[src/alus_params.svh]
`ifndef ALUS_PARAMS_SVH
`define ALUS_PARAMS_SVH

// ----------------------------------------------------------------
// instruction field
// ----------------------------------------------------------------
`define ALUS_OP_SUBTRACT_R_FROM_S 4'h2
`define ALUS_OP_SUBTRACT_S_FROM_R 4'h3
`define ALUS_INSTR_SUBTRACT_IMMEDIATE 8'hd8
`define ALUS_SH_PASS 4'he
`define ALUS_SH_SRL 4'h2
`define ALUS_SH_DOUBLE_LOGICAL_RIGHT_SHIFT 4'h3
`define ALUS_SH_CRD 4'h9

// ----------------------------------------------------------------
// byte configuration
// ----------------------------------------------------------------
`define ALUS_CFG_1B 3'h0
`define ALUS_CFG_2B 3'h2
`define ALUS_CFG_4B 3'h6
`define ALUS_START_1B 4'hf
`define ALUS_START_2B 4'h5
`define ALUS_START_4B 4'h1
`define ALUS_TOP_1B 4'hf
`define ALUS_TOP_2B 4'ha
`define ALUS_TOP_4B 4'h8
`define ALUS_TOPW_1B 4'h8
`define ALUS_TOPW_2B 4'hc
`define ALUS_TOPW_4B 4'hf

// ----------------------------------------------------------------
// reset values
// ----------------------------------------------------------------
`define ALUS_QUOTIENT_RESET 32'h0000_0000

`endif

[src/alus_pkg.sv]
package alus_pkg;
  typedef logic [31:0] alus_word_t;
  typedef logic [3:0] alus_bytes_t;

  typedef struct packed {
    logic [3:0] shift;
    logic [3:0] op;
  } alus_instr_t;

  typedef struct packed {
    logic zero;
    logic negative;
    logic overflow;
    logic carry;
  } alus_status_t;

  typedef enum logic [1:0] {
    ALUS_SHIFT_PASS,
    ALUS_SHIFT_SRL,
    ALUS_SHIFT_DOUBLE_LOGICAL_RIGHT_SHIFT,
    ALUS_SHIFT_CRD
  } alus_shift_t;

  typedef struct packed {
    alus_word_t quotient_register;
  } alus_state_t;
endpackage

[src/alus_subtract_status.sv]
// Functional notes
// - Carry flag comes from ALU carry-out, taken before any shift.
// - Zero and negative flags look at the post-shift result.
// - Overflow is checked after the ALU stage only, not after the shift.
// - Zero on all-zero top word, negative is MSB, overflow signed, carry out.
// - Immediate subtract takes constant 0..15 from low address lines.
// - Immediate subtract: S plus inverted zero-extended constant plus carry.
// - Carry high gives true difference; immediate ignores shift pins.
// - Reverse subtract computes inverted R plus S plus carry.
// - Forward subtract computes R plus inverted S plus carry.
// - Subtract results feed both ALU and quotient shifters.
// - Upper nibble shift applies same microcycle; pass code leaves as is.
// - Shift select and serial pins act only on the shift stage.
// - Byte e2 with quotient load and carry high stores S minus R.
// - Byte e3 with quotient load and carry high stores R minus S.
// - Double right shift fills one in MSB when top serial pin low.
// - Words of one, two or four bytes; MSB rules per word top.
`include "alus_params.svh"

module alus_subtract_status (
  // clock and reset
  input wire logic clk,
  input wire logic rst,
  // instruction and configuration
  input wire alus_pkg::alus_instr_t instr,
  input wire logic [2:0] byte_configuration_field,
  input wire logic quotient_load_select,
  // operands
  input wire logic [3:0] operand_addr_low,
  input wire alus_pkg::alus_word_t r_data,
  input wire alus_pkg::alus_word_t s_data,
  input wire logic carry_input,
  // shift control
  input wire logic conditional_shift_select,
  input wire alus_pkg::alus_bytes_t byte_serial_io_n,
  // results
  output alus_pkg::alus_word_t alu_result,
  output alus_pkg::alus_word_t quotient_register,
  output alus_pkg::alus_status_t status
);
  import alus_pkg::*;

  // ----------------------------------------------------------------
  // decode
  // ----------------------------------------------------------------
  alus_state_t state;
  alus_state_t next_state;
  logic is_subtract_immediate;
  logic is_subtract_r_from_s;
  logic is_subtract_s_from_r;
  alus_shift_t shift_kind;
  logic shift_on;
  alus_bytes_t word_start;
  alus_bytes_t word_top;
  alus_bytes_t top_word;

  assign is_subtract_immediate = (instr == `ALUS_INSTR_SUBTRACT_IMMEDIATE);
  assign is_subtract_r_from_s = !is_subtract_immediate && (instr.op == `ALUS_OP_SUBTRACT_R_FROM_S);
  assign is_subtract_s_from_r = !is_subtract_immediate && (instr.op == `ALUS_OP_SUBTRACT_S_FROM_R);

  // the immediate form owns the whole byte, so no shift rides on it
  // immediate ignores shift
  always_comb begin
    shift_kind = ALUS_SHIFT_PASS;
    if (!is_subtract_immediate) begin
      unique case (instr.shift)
        `ALUS_SH_SRL: shift_kind = ALUS_SHIFT_SRL;
        `ALUS_SH_DOUBLE_LOGICAL_RIGHT_SHIFT: shift_kind = ALUS_SHIFT_DOUBLE_LOGICAL_RIGHT_SHIFT;
        `ALUS_SH_CRD: shift_kind = ALUS_SHIFT_CRD;
        default: shift_kind = ALUS_SHIFT_PASS;
      endcase
    end
  end

  assign shift_on = (shift_kind != ALUS_SHIFT_PASS) &&
                    conditional_shift_select;

  always_comb begin
    unique case (byte_configuration_field)
      `ALUS_CFG_1B: begin
        word_start = `ALUS_START_1B;
        word_top = `ALUS_TOP_1B;
        top_word = `ALUS_TOPW_1B;
      end
      `ALUS_CFG_2B: begin
        word_start = `ALUS_START_2B;
        word_top = `ALUS_TOP_2B;
        top_word = `ALUS_TOPW_2B;
      end
      default: begin
        word_start = `ALUS_START_4B;
        word_top = `ALUS_TOP_4B;
        top_word = `ALUS_TOPW_4B;
      end
    endcase
  end

  // ----------------------------------------------------------------
  // operand steering
  // ----------------------------------------------------------------
  alus_word_t opnd_a;
  alus_word_t opnd_b;

  always_comb begin
    opnd_a = 32'h0000_0000;
    opnd_b = 32'h0000_0000;
    if (is_subtract_immediate) begin
      opnd_a = ~{28'h000_0000, operand_addr_low};
      opnd_b = s_data;
    end else if (is_subtract_r_from_s) begin
      opnd_a = ~r_data;
      opnd_b = s_data;
    end else if (is_subtract_s_from_r) begin
      opnd_a = r_data;
      opnd_b = ~s_data;
    end
  end

  // ----------------------------------------------------------------
  // byte slices: adder, then right shifters
  // ----------------------------------------------------------------
  alus_word_t alu_f;
  alus_word_t alu_sh;
  alus_word_t mq_sh;
  logic [4:0] carry_chain;
  alus_bytes_t byte_ovr;
  logic [32:0] alu_ext;
  logic [32:0] mq_ext;

  assign carry_chain[0] = carry_input;
  assign alu_ext = {1'b0, alu_f};
  assign mq_ext = {1'b0, state.quotient_register};

  // low bit of the word that a top byte closes
  function automatic logic word_lsb(input alus_word_t w,
                                    input logic [2:0] cfg,
                                    input int b);
    logic res;
    res = w[0];
    unique case (cfg)
      `ALUS_CFG_1B: res = w[8 * b];
      `ALUS_CFG_2B: res = w[8 * (b - 1)];
      default: res = w[0];
    endcase
    return res;
  endfunction

  for (genvar b = 0; b < 4; b++) begin : g_byte
    logic cin;
    logic [7:0] low7;
    logic [8:0] sum;
    logic alu_top_in;
    logic mq_top_in;
    logic fill;

    assign cin = word_start[b] ? carry_input : carry_chain[b];
    assign low7 = {1'b0, opnd_a[8*b +: 7]} + {1'b0, opnd_b[8*b +: 7]} +
                  {7'h00, cin};
    assign sum = {1'b0, opnd_a[8*b +: 8]} + {1'b0, opnd_b[8*b +: 8]} +
                 {8'h00, cin};
    assign alu_f[8*b +: 8] = sum[7:0];
    assign carry_chain[b+1] = sum[8];
    assign byte_ovr[b] = low7[7] ^ sum[8];

    assign fill = !byte_serial_io_n[b];

    always_comb begin
      alu_top_in = alu_ext[8*b + 8];
      mq_top_in = mq_ext[8*b + 8];
      if (word_top[b]) begin
        unique case (shift_kind)
          ALUS_SHIFT_CRD: begin
            alu_top_in = word_lsb(state.quotient_register,
                                  byte_configuration_field, b);
            mq_top_in = word_lsb(alu_f, byte_configuration_field, b);
          end
          ALUS_SHIFT_DOUBLE_LOGICAL_RIGHT_SHIFT: begin
            alu_top_in = fill;
            mq_top_in = word_lsb(alu_f, byte_configuration_field, b);
          end
          default: begin
            alu_top_in = fill;
            mq_top_in = 1'b0;
          end
        endcase
      end
    end

    assign alu_sh[8*b +: 8] = {alu_top_in, alu_f[8*b+1 +: 7]};
    assign mq_sh[8*b +: 8] = {mq_top_in,
                              state.quotient_register[8*b+1 +: 7]};
  end

  // ----------------------------------------------------------------
  // result and flags
  // ----------------------------------------------------------------
  // shift in same microcycle
  assign alu_result = shift_on ? alu_sh : alu_f;
  assign quotient_register = state.quotient_register;

  alus_bytes_t byte_zero;
  for (genvar z = 0; z < 4; z++) begin : g_zero
    assign byte_zero[z] = !top_word[z] || (alu_result[8*z +: 8] == 8'h00);
  end

  // flags are combinational so they settle with the result
  // same-cycle flags
  always_comb begin
    status.zero = &byte_zero;
    status.negative = alu_result[31];
    status.carry = carry_chain[4];
    // a right shift cannot leave the signed range, so the shift
    // stage adds nothing to the alu overflow here
    // overflow from alu stage only
    status.overflow = byte_ovr[3];
  end

  // ----------------------------------------------------------------
  // quotient register
  // ----------------------------------------------------------------
  always_comb begin
    next_state = state;
    if (shift_on && (shift_kind != ALUS_SHIFT_SRL)) begin
      next_state.quotient_register = mq_sh;
    end else if (quotient_load_select &&
                 (shift_kind == ALUS_SHIFT_PASS)) begin
      next_state.quotient_register = alu_f;
    end
  end

  always_ff @(posedge clk) begin
    if (rst) begin
      state.quotient_register <= `ALUS_QUOTIENT_RESET;
    end else begin
      state <= next_state;
    end
  end
endmodule

[config.mk]
export PLATFORM = sky130hd
export DESIGN_NAME = alus_subtract_status
export DESIGN_NICKNAME = d
export VERILOG_FILES = /design/src/alus_pkg.sv /design/src/alus_subtract_status.sv
export VERILOG_INCLUDE_DIRS = /design/src
export SDC_FILE = /design/constraint.sdc
export NUM_CORES = 1
export LEC_CHECK = 0
export BUFFER_PORTS_ARGS = -buffer_cell sky130_fd_sc_hd__buf_2
export CAP_MARGIN = 20
export CORE_ASPECT_RATIO = 0.8
export CORE_MARGIN = 2
export CORE_UTILIZATION = 55
export DETAILED_ROUTE_END_ITERATION = 8
export GPL_TIMING_DRIVEN = 0
export PLACE_DENSITY = 0.88
export SYNTH_ARGS = -nofsm -noshare
export SYNTH_HDL_FRONTEND = slang
export SYNTH_SLANG_ARGS = --single-unit
[constraint.sdc]
create_clock -name clk -period 17.58 [get_ports clk]
set_input_delay 0.879 -clock clk [delete_from_list [all_inputs] [get_ports clk]]
set_output_delay 0.879 -clock clk [all_outputs]
set_load 0.1 [all_outputs]
==> reports/results.tsv, run 1 <==
metric	value	unit
Clock Latency Late Sink	0.30	ns
PortBufs	154	
Avg Cell Area, Syn	6.48	um2
Mapped Nets	775	
Net count, final	936	
Die Span Y	82.3	um
Post-Synthesis Cells	651	
Ys Warns	0	
leading registers by flop count	quotient_register: 32 flops	
Least-Margin Pin Slew	1.10	ns
Routed WL per cell	16.9	um
Post-Place Setup Slack	6.30	ns
DR vias/cell	6.14	
EDFF count, synth	0	
# DRC	0	
RSZ-0062 raised after global routing	false	
setup TNS	0	ns
Root Buffer	clkbuf_8	
hold_buf cts	0	
Crit path required time	16.70	ns
ANT nets after route	0	
synthesized flop and latch total	32	
Worst-path clk slew	0.07	ns
Filler Cells Inserted	684	
I/O Pins	156	
status	completed	
Die Wd	102	um
Initial Util	56.8	%
first-pass GRT wire length	23700	um
kind of critical path	in2out	
Cell variety after synth	58	
CTS sink cnt	32	
number of diodes	0	
CP startpoint kind	primary input	
largest net degree at the start of global routing	11	
Most used DFF post-synth	dfxtp_1	
# resized after CTS	0	
Largest Register	quotient_register	
htree depth	2	
Final Hold Vio Count	0	
VDD IR-drop max	0.000127	V
crit path setup slack, layout	6.03	ns
power density cells	100	nW/um2
most common cell after layout, fill and taps aside	buf_2	
Post-CTS Setup Bufs	0	
gr usage total	35.9	%
max incr delay on CP	0.67	ns
setup violators final	0	
max reg flops	32	
Worst path most repeated cell	fa_1	
DR WL met3	2070	um
total of max-cap violations	0	
Leakage	2.59	nW
WHS	0.470	ns
Num CTS Buffers	5	
area grow syn2layout	23.9	%
Hold WC Path Type	reg2reg	
Rows	28	
post-synthesis sequential area ratio	15.2	%
clock tree buffer depth	2	
DR iter-0 viols	461	
Final Critical Period	11.55	ns
Pre-antenna DRT Iters	7	
Final period util	65.7	%
die area	8390	um2
met2 WL	6870	um
Max Used Layer	met4	
CTS tree	built	
vias in the first global route	4933	
GPL Wtd Cong	1.01	
via count	5634	
WP data arrival	10.67	ns
Clock Skew	0.00843	ns
initial antenna violation count	0	
FMAX	86.6	MHz
Core ar.	7430	um2
Critical Path End Type	output pin	
crit path max fanout	10	
DRT met1 WL	6320	um
Synth Cell Area	4220	um2
remaining global-route overflow	0	
fin. max-slew vios	0	
Routed WL	15500	um
share of layout cells above drive strength 1	21.8	%
detailed placement HPWL	12400	um
slowest CP cell	fa_1	
most frequent cells in the layout	buf_2, nand2_1, nor2_1, o21ai_0, a21oi_1	
fraction of registers with async set/reset	0	%
Slew headroom	25.4	%
-- Yosys cell counts, types with 8 or more instances --
cell	instances	share of area, %
nand2_1	110	9.8
nor2_1	100	8.9
o21ai_0	70	8.3
a21oi_1	68	8.1
dfxtp_1	32	15
clkbuf_1	29	2.6
ha_1	28	8.3
inv_1	17	1.5
a221oi_1	15	3.1
a22oi_1	13	2.3
nor3_1	12	1.4
xor2_1	12	2.5
nor2b_1	11	1.6
nand2b_1	10	1.5
fa_1	8	3.8
mux2i_1	8	1.9
xnor2_1	8	1.7
-- cell families after synthesis --
family / count (synthesis) / share of synthesized area (%)
XOR/XNOR: 20 / 4.15
multiplexers: 10 / 2.43
AO/OA/AOI/OAI: 214 / 31.1
adder cells (fa/ha/maj): 36 / 12.1
buffers and inverters: 55 / 5.10
AND/OR/NAND/NOR: 284 / 29.9
flip-flops: 32 / 15.2
-- worst paths after layout --
kind	start	end	slack [ns]	depth (start not counted)
max	instr[5]	status[3]	6.03	40
min	quotient_register[20]	quotient_register[20]	0.47	2
max reg2reg	quotient_register[8]	quotient_register[7]	16.49	5
min reg2reg	quotient_register[20]	quotient_register[20]	0.47	2
-- layout make-up --
cell class	count	area (um2)	share of cell area (%)
buffer	38	151	2.90
clock buffer	6	72.6	1.39
clock inverter	2	35.0	0.670
inverter	17	63.8	1.22
multi-input combinational	564	3360	64.3
sequential	32	641	12.3
tap	105	131	2.51
timing repair buffer	154	771	14.7
-- worst max-delay path, delay by kind of cell --
kind / cells / cell delay [ns]
adders and majority gates: 7 / 3.24
AOI/OAI and AO/OA: 17 / 3.04
and+or+nand+nor: 13 / 2.54
buffers and inverters: 3 / 0.94
-- layer usage --
layer / global-route usage, % / vias up
met5: 0 / -
met4: 10.1 / 0
met3: 7.32 / 32
met2: 57.8 / 410
met1: 49.0 / 2557
li1: - / 2635
-- metrics by stage --
step           cells  utilization [%]  area [um2]  total power, mW
2_1_floorplan    651                -        4220            0.380
3_3_place_gp     910             69.0        5120            0.445
3_5_place_dp     910             69.0        5120            0.449
4_1_cts          918             70.4        5230            0.520
5_1_grt          918             70.4        5230            0.546
6_report         918             70.4        5230            0.525
-- where the power goes --
| group | switching, mW | internal (mW) | leakage, nW |
|---|---|---|---|
| registers | 0.00681 | 0.0801 | 0.263 |
| clock network | 0.0302 | 0.0421 | 0.0552 |
| logic | 0.289 | 0.0770 | 2.28 |
Power figures use the tool's default switching activity.
==> run 2: changes to the inputs <==
Settings changed: CORE_UTILIZATION 55 to 46, PLACE_DENSITY 0.88 to 0.78.
Clock period 17.58 ns to 9.8 ns, I/O delays scaled along.
==> run 2 against run 1 <==
Effect of this change:
- non-clock buffer count rose by 6
- count of clock-buffer cells in the layout rose by 2
- flip-flop and latch count is the same
- via count shrank 0.94%
- largest cell class unchanged
- critical path depth is 1 higher
- sequential power is 80% higher
- setup slack got worse by 5.6 ns
- total power up 88%
- global-route usage shrank 4.8 points
- combinational power up 84%
- first-iteration DRC count is 22% higher
- hold slack worse by 0.025 ns
==> reports/results.tsv, run 2 (synthesized netlist as in run 1, its figures left out) <==
metric	value	unit	change
htree depth	2		unchanged
Final Critical Period	9.34	ns	
leading registers by flop count	quotient_register: 32 flops		unchanged
hold depth	2		unchanged
fin. max-slew vios	0		unchanged
die area	9960	um2	was 8390 um2
Int Power	0.391	mW	was 0.199 mW
Die Wd	111	um	was 102 um
PortBufs	154		unchanged
reg2reg path depth	5		unchanged
max reg flops	32		unchanged
hold_buf cts	0		unchanged
Least-Margin Pin Slew	1.14	ns	was 1.10 ns
Multi-input gate area	3490	um2	was 3360 um2
WP data arrival	8.85	ns	was 10.67 ns
Rows	31		was 28
remaining global-route overflow	0		unchanged
Routed WL per cell	17.4	um	was 16.9 um
Sw Share	60.3	%	was 62.1%
Combinational Power Share	68.2	%	was 69.7%
gr usage total	31.1	%	was 35.9%
Setup crit start	instr[5]		unchanged
CTS sink cnt	32		unchanged
WHS	0.445	ns	was 0.470 ns
min-delay src	rst		was quotient_register[20]
CTS tree	built		unchanged
Clock Latency Late Sink	0.28	ns	was 0.30 ns
status	completed		unchanged
Slew headroom	23.4	%	was 25.4%
most common cell after layout, fill and taps aside	buf_2		unchanged
DR vias/cell	5.98		was 6.14
CP startpoint kind	primary input		unchanged
Core ar.	9000	um2	was 7430 um2
detailed placement HPWL	12800	um	was 12,400 um
total of max-cap violations	0		unchanged
FF-to-FF Start	quotient_register[8]		unchanged
Routed WL	16300	um	was 15,500 um
Critical Path End Type	output pin		unchanged
worst reg-to-reg setup slack	8.80	ns	was 16.49 ns
crit path max fanout	6		was 10
power density cells	180	nW/um2	was 100 nW/um2
Final Power	0.987	mW	was 0.525 mW
Flop pwr share	15.9	%	was 16.6%
Clk pwr share	15.9	%	was 13.8%
Pre-antenna DRT Iters	8		was 7
DR iter-0 viols	563		was 461
share of layout cells above drive strength 1	25.4	%	was 21.8%
Worst-path clk slew	0.05	ns	was 0.07 ns
cell count after placement	920		was 910
Worst Hold End	quotient_register[9]		was quotient_register[20]
VDD IR-drop max	0.000189	V	was 0.000127 V
FMAX	107	MHz	
via count	5581		was 5,634
most frequent cells in the layout	buf_2, nand2_1, nor2_1, o21ai_0, a21oi_1		unchanged
Root Buffer	clkbuf_16		was clkbuf_8
Leakage	2.69	nW	was 2.59 nW
Worst path most repeated cell	o21ai_0		was fa_1
setup violators final	0		unchanged
Filler Cells Inserted	863		was 684
# DRC	0		unchanged
slowest CP cell	fa_1		unchanged
GPL Wtd Cong	1.04		was 1.01
ANT nets after route	0		unchanged
I/O Pins	156		unchanged
area grow syn2layout	30.2	%	was 23.9%
Die Span Y	89.7	um	was 82.3 um
first-pass GRT wire length	24900	um	was 23,700 um
Clock Skew	0.00424	ns	was 0.00843 ns
Initial Util	46.9	%	was 56.8%
kind of critical path	in2out		unchanged
RR Endpoint	quotient_register[7]		unchanged
Num CTS Buffers	5		unchanged
setup TNS	0	ns	unchanged
vias in the first global route	4961		was 4,933
number of diodes	0		unchanged
largest net degree at the start of global routing	15		was 11
register area	641	um2	unchanged
Finished Layout Cells	934		was 918
Hold WC Path Type	in2reg		was reg2reg
max incr delay on CP	0.47	ns	was 0.67 ns
Switch Pwr	0.595	mW	was 0.326 mW
Final Hold Vio Count	0		unchanged
Net count, final	942		was 936
Largest Register	quotient_register		unchanged
clock tree buffer depth	2		unchanged
Final period util	95.3	%	
initial antenna violation count	0		unchanged
Crit path required time	9.31	ns	was 16.70 ns
==> run 2: final cells by class <==
cell class / count / area share (%)
plain buffers: 37 / 2.98
clock buffers: 8 / 2.66
inverters: 17 / 1.16
multi-input cells: 564 / 63.5
flip-flops and latches: 32 / 11.7
well taps: 115 / 2.62
repair buffers: 161 / 15.4
==> run 2: how the worst max path moves through the flow <==
stage	to	slack, ns	cells after the start
floorplan	alu_result[29]	-0.63	39
global placement	status[2]	-0.64	42
detailed placement	status[2]	-0.80	42
CTS	status[3]	0.04	40
global route	status[1]	-0.03	41
finish	status[1]	0.46	41
==> run 2: worst max-delay path, delay by kind of cell <==
family          cells  cell delay, ns
xor+xnor            1            0.17
buf+inv             2            0.36
compound gates     18            2.74
fa+ha+maj           8            3.30
simple gates       12            1.78
==> run 2: stage by stage <==
step	cell area (um2)	util [%]	setup slack (ns)
final	5500	61.1	0.462
after global routing	5500	61.1	-0.0266
after CTS	5370	59.7	0.0398
after detailed placement	5160	57.3	-0.801
after global placement	5160	57.3	-0.643
after floorplan	4240	-	-0.632
==> run 2: metal layers <==
layer / wire length (um) / track usage, % / share of wire [%] / vias to the layer above
met2: 7190 / 52.1 / 44 / 323
li1: - / - / - / 2643
met1: 6970 / 42.7 / 43 / 2574
met3: 1810 / 5.84 / 11 / 41
met4: 303 / 6.62 / 1.9 / 0
met5: 0 / 0 / 0 / -
==> run 2: repair_timing <==
action	in CTS	in global routing
setup endpoints to repair	13	13
gates cloned	0	0
buffers inserted	1	6
pin swaps	0	6
gates resized for setup	15	34
==> run 2: power by group through the flow <==
stage                     sequential [mW]  clock, mW  combinational (mW)
after CTS                           0.156      0.154               0.658
after global placement              0.158          0               0.645
after detailed placement            0.158          0               0.651
after global routing                0.158      0.164               0.705
after floorplan                     0.253          0               0.430
final                               0.157      0.157               0.673
==> run 3: changes to the inputs <==
Settings changed: ABC_AREA set to 1, CORE_UTILIZATION 46 to 47, SLEW_MARGIN set to 20.
==> run 3 against run 2 <==
Effect of this change:
- combinational power down 31%
- die area increased by 7.0%
- largest cell class unchanged
- critical path depth grew 8
- cell count up 20%
- count of clock-buffer cells in the layout unchanged
- synthesized area up 9.6%
- synthesized cell count is 28% higher
- utilization is 1.1 points lower
- via count increased by 7.6%
==> reports/results.tsv, run 3 <==
metric	value	unit	change
status	completed		unchanged
Leakage	3.38	nW	was 2.69 nW
Critical Path End Type	output pin		unchanged
Final period util	93.8	%	was 95.3%
Synth Area in XOR/XNOR	0.947	%	was 4.15%
WP data arrival	8.71	ns	was 8.85 ns
I/O Pins	156		unchanged
Int Power	0.338	mW	was 0.391 mW
Num CTS Buffers	5		unchanged
RSZ-0062 raised after global routing	false		
RR Endpoint	quotient_register[15]		was quotient_register[7]
leading registers by flop count	quotient_register: 32 flops		unchanged
FF-to-FF Start	quotient_register[16]		was quotient_register[8]
Die Span Y	92.7	um	was 89.7 um
Core ar.	9610	um2	was 9000 um2
setup violators final	0		unchanged
kind of critical path	in2out		unchanged
Worst path most repeated cell	nand2_1		was o21ai_0
Most used DFF post-synth	dfxtp_1		unchanged
max incr delay on CP	0.49	ns	was 0.47 ns
Crit path required time	9.31	ns	about the same
Worst-path clk slew	0.05	ns	about the same
Pre-antenna DRT Iters	5		was 8
PortBufs	154		unchanged
FMAX	109	MHz	was 107 MHz
Flop pwr share	19.3	%	was 15.9%
synthesized flop and latch total	32		unchanged
Hold WC Path Type	reg2reg		was in2reg
Final Hold Vio Count	0		unchanged
VDD IR-drop max	0.000102	V	was 0.000189 V
worst reg-to-reg setup slack	8.76	ns	was 8.80 ns
Setup crit start	instr[2]		was instr[5]
Combinational Power Share	60.4	%	was 68.2%
area grow syn2layout	24.6	%	was 30.2%
crit path max fanout	10		was 6
synth top area cells	nand2_1, dfxtp_1, inv_1, a21oi_1, ha_1		was dfxtp_1, nand2_1, nor2_1, ha_1, o21ai_0
Switch Pwr	0.434	mW	was 0.595 mW
CTS tree	built		unchanged
initial antenna violation count	0		unchanged
CP startpoint kind	primary input		unchanged
Yosys top cell by area	nand2_1		was dfxtp_1
Routed WL	15800	um	was 16,300 um
largest family of logic cells by synthesized area	simple AND/OR/NAND/NOR gates		was compound AO/OA/AOI/OAI gates
Sw Share	56.2	%	was 60.3%
die area	10700	um2	was 9960 um2
via count	6004		was 5,581
Clk pwr share	20.3	%	was 15.9%
CTS sink cnt	32		unchanged
first-pass GRT wire length	24700	um	was 24,900 um
ANT nets after route	0		unchanged
fraction of registers with async set/reset	0	%	unchanged
most frequent cells in the layout	nand2_1, buf_2, inv_1, nor2_1, a21oi_1		was buf_2, nand2_1, nor2_1, o21ai_0, a21oi_1
Routed WL per cell	14.1	um	was 17.4 um
gr usage total	29.2	%	was 31.1%
htree depth	2		unchanged
Yosys top cell area share	22.0	%	was 15.2%
Clock Latency Late Sink	0.28	ns	about the same
slowest CP cell	fa_1		unchanged
post-synthesis sequential area ratio	13.8	%	was 15.2%
setup TNS	0	ns	unchanged
top-count cell post-synth	nand2_1		unchanged
most common cell after layout, fill and taps aside	nand2_1		was buf_2
largest net degree at the start of global routing	11		was 15
Mapped Nets	959		was 775
WHS	0.476	ns	was 0.445 ns
Rows	32		was 31
hold_buf cts	0		unchanged
Synth Cell Area	4630	um2	was 4220 um2
Avg Cell Area, Syn	5.54	um2	was 6.48 um2
share of layout cells above drive strength 1	20.4	%	was 25.4%
Least-Margin Pin Slew	0.592	ns	was 1.14 ns
compound-gate portion of the synthesized area	19.6	%	was 31.1%
Initial Util	48.1	%	was 46.9%
Cell variety after synth	40		was 58
Final Critical Period	9.20	ns	was 9.34 ns
vias in the first global route	5163		was 4,961
Post-Synthesis Cells	835		was 651
fin. max-slew vios	0		unchanged
simple logic cell fraction of the synthesized area	40.9	%	was 29.9%
total of max-cap violations	0		unchanged
Die Wd	115	um	was 111 um
post-synthesis mux area share	0	%	was 2.43%
Net count, final	1124		was 942
Largest Register	quotient_register		unchanged
Adder-Cell Fraction of Synth Area	11.0	%	was 12.1%
number of diodes	0		unchanged
clock tree buffer depth	2		unchanged
Slew headroom	60.5	%	was 23.4%
power density cells	134	nW/um2	was 180 nW/um2
Root Buffer	clkbuf_16		unchanged
DR vias/cell	5.36		was 5.98
Clock Skew	0.00390	ns	was 0.00424 ns
detailed placement HPWL	12900	um	was 12,800 um
# DRC	0		unchanged
remaining global-route overflow	0		unchanged
Ys Warns	0		unchanged
DR iter-0 viols	563		unchanged
Post-synth top cells	nand2_1, inv_1, nor2_1		was nand2_1, nor2_1, o21ai_0
max reg flops	32		unchanged
Setup crit end	status[3]		was status[1]
reg2reg path depth	4		was 5
GPL Wtd Cong	0.945		was 1.04
EDFF count, synth	0		unchanged
[run 3: cell types whose count changed after synthesis, moves of 11 or more]
cell and delta:
a22oi_1 -12, a31oi_1 +15, nor2_1 -21, nor2b_1 -11
nand3_1 +54, nand2_1 +161, inv_1 +106, o21ai_0 -34
a221oi_1 -13
[run 3: worst max-delay path: cells and delay by family]
kind	cells	cell delay, ns
and+or+nand+nor	27	2.90
AOI/OAI and AO/OA	7	0.95
buffers and inverters	7	0.88
adders and majority gates	8	3.43
[run 3: layout make-up]
| cell class | instances | area, um2 |
|---|---|---|
| Timing Repair Buffer | 158 | 816 |
| Buffer | 32 | 156 |
| Inverter | 127 | 477 |
| Multi-Input combinational cell | 644 | 3380 |
| Fill cell | 1022 | 3840 |
| Sequential cell | 32 | 641 |
| Tap cell | 119 | 149 |
| Clock buffer | 8 | 146 |
[run 3: power by group through the flow]
stage | sequential [mW] | combinational [mW] | clock (mW)
6_report | 0.149 | 0.466 | 0.157
5_1_grt | 0.150 | 0.495 | 0.164
4_1_cts | 0.149 | 0.462 | 0.157
3_5_place_dp | 0.151 | 0.460 | 0
3_3_place_gp | 0.152 | 0.458 | 0
2_1_floorplan | 0.222 | 0.297 | 0
[run 3: worst min path at each step]
stage	end	startpoint	slack [ns]	cells past startpoint
floorplan	quotient_register[8]	rst	0.68	3
global placement	quotient_register[2]	quotient_register[2]	0.47	2
detailed placement	quotient_register[2]	quotient_register[2]	0.47	2
CTS	quotient_register[2]	quotient_register[2]	0.48	2
global route	quotient_register[2]	quotient_register[2]	0.51	2
finish	quotient_register[2]	quotient_register[2]	0.48	2
[run 3: stage by stage]
step                      area (um2)  setup slack (ns)  total power [mW]  util (%)  instances
after global routing            5760            0.0157             0.810      60.0       1120
final                           5760             0.604             0.772      60.0       1120
after CTS                       5690            0.0889             0.768      59.2       1116
after detailed placement        5550             0.139             0.611      57.7       1108
after floorplan                 4630             0.153             0.519         -        835
after global placement          5550             0.155             0.609      57.7       1108
[run 3: logic make-up (layout without fill, tap and decap cells)]
logic type | after synthesis | in the layout
AO/OA/AOI/OAI | 158 | 158
XOR/XNOR | 5 | 5
adder cells (fa/ha/maj) | 36 | 36
buffers and inverters | 159 | 325
flip-flops | 32 | 32
AND/OR/NAND/NOR | 445 | 445
[run 3: timing repair]
item                       4_1_cts  5_1_grt
resized for setup                0       17
setup buffers                    0        4
setup endpoints to repair        0        7
[run 3: layer usage]
| metal | up-vias | share of wire (%) | global-route usage, % |
|---|---|---|---|
| met3 | 34 | 11 | 3.66 |
| met4 | 0 | 2.3 | 8.53 |
| met2 | 311 | 43 | 46.8 |
| li1 | 3037 | - | - |
| met1 | 2622 | 44 | 40.8 |
| met5 | - | 0 | 0 |
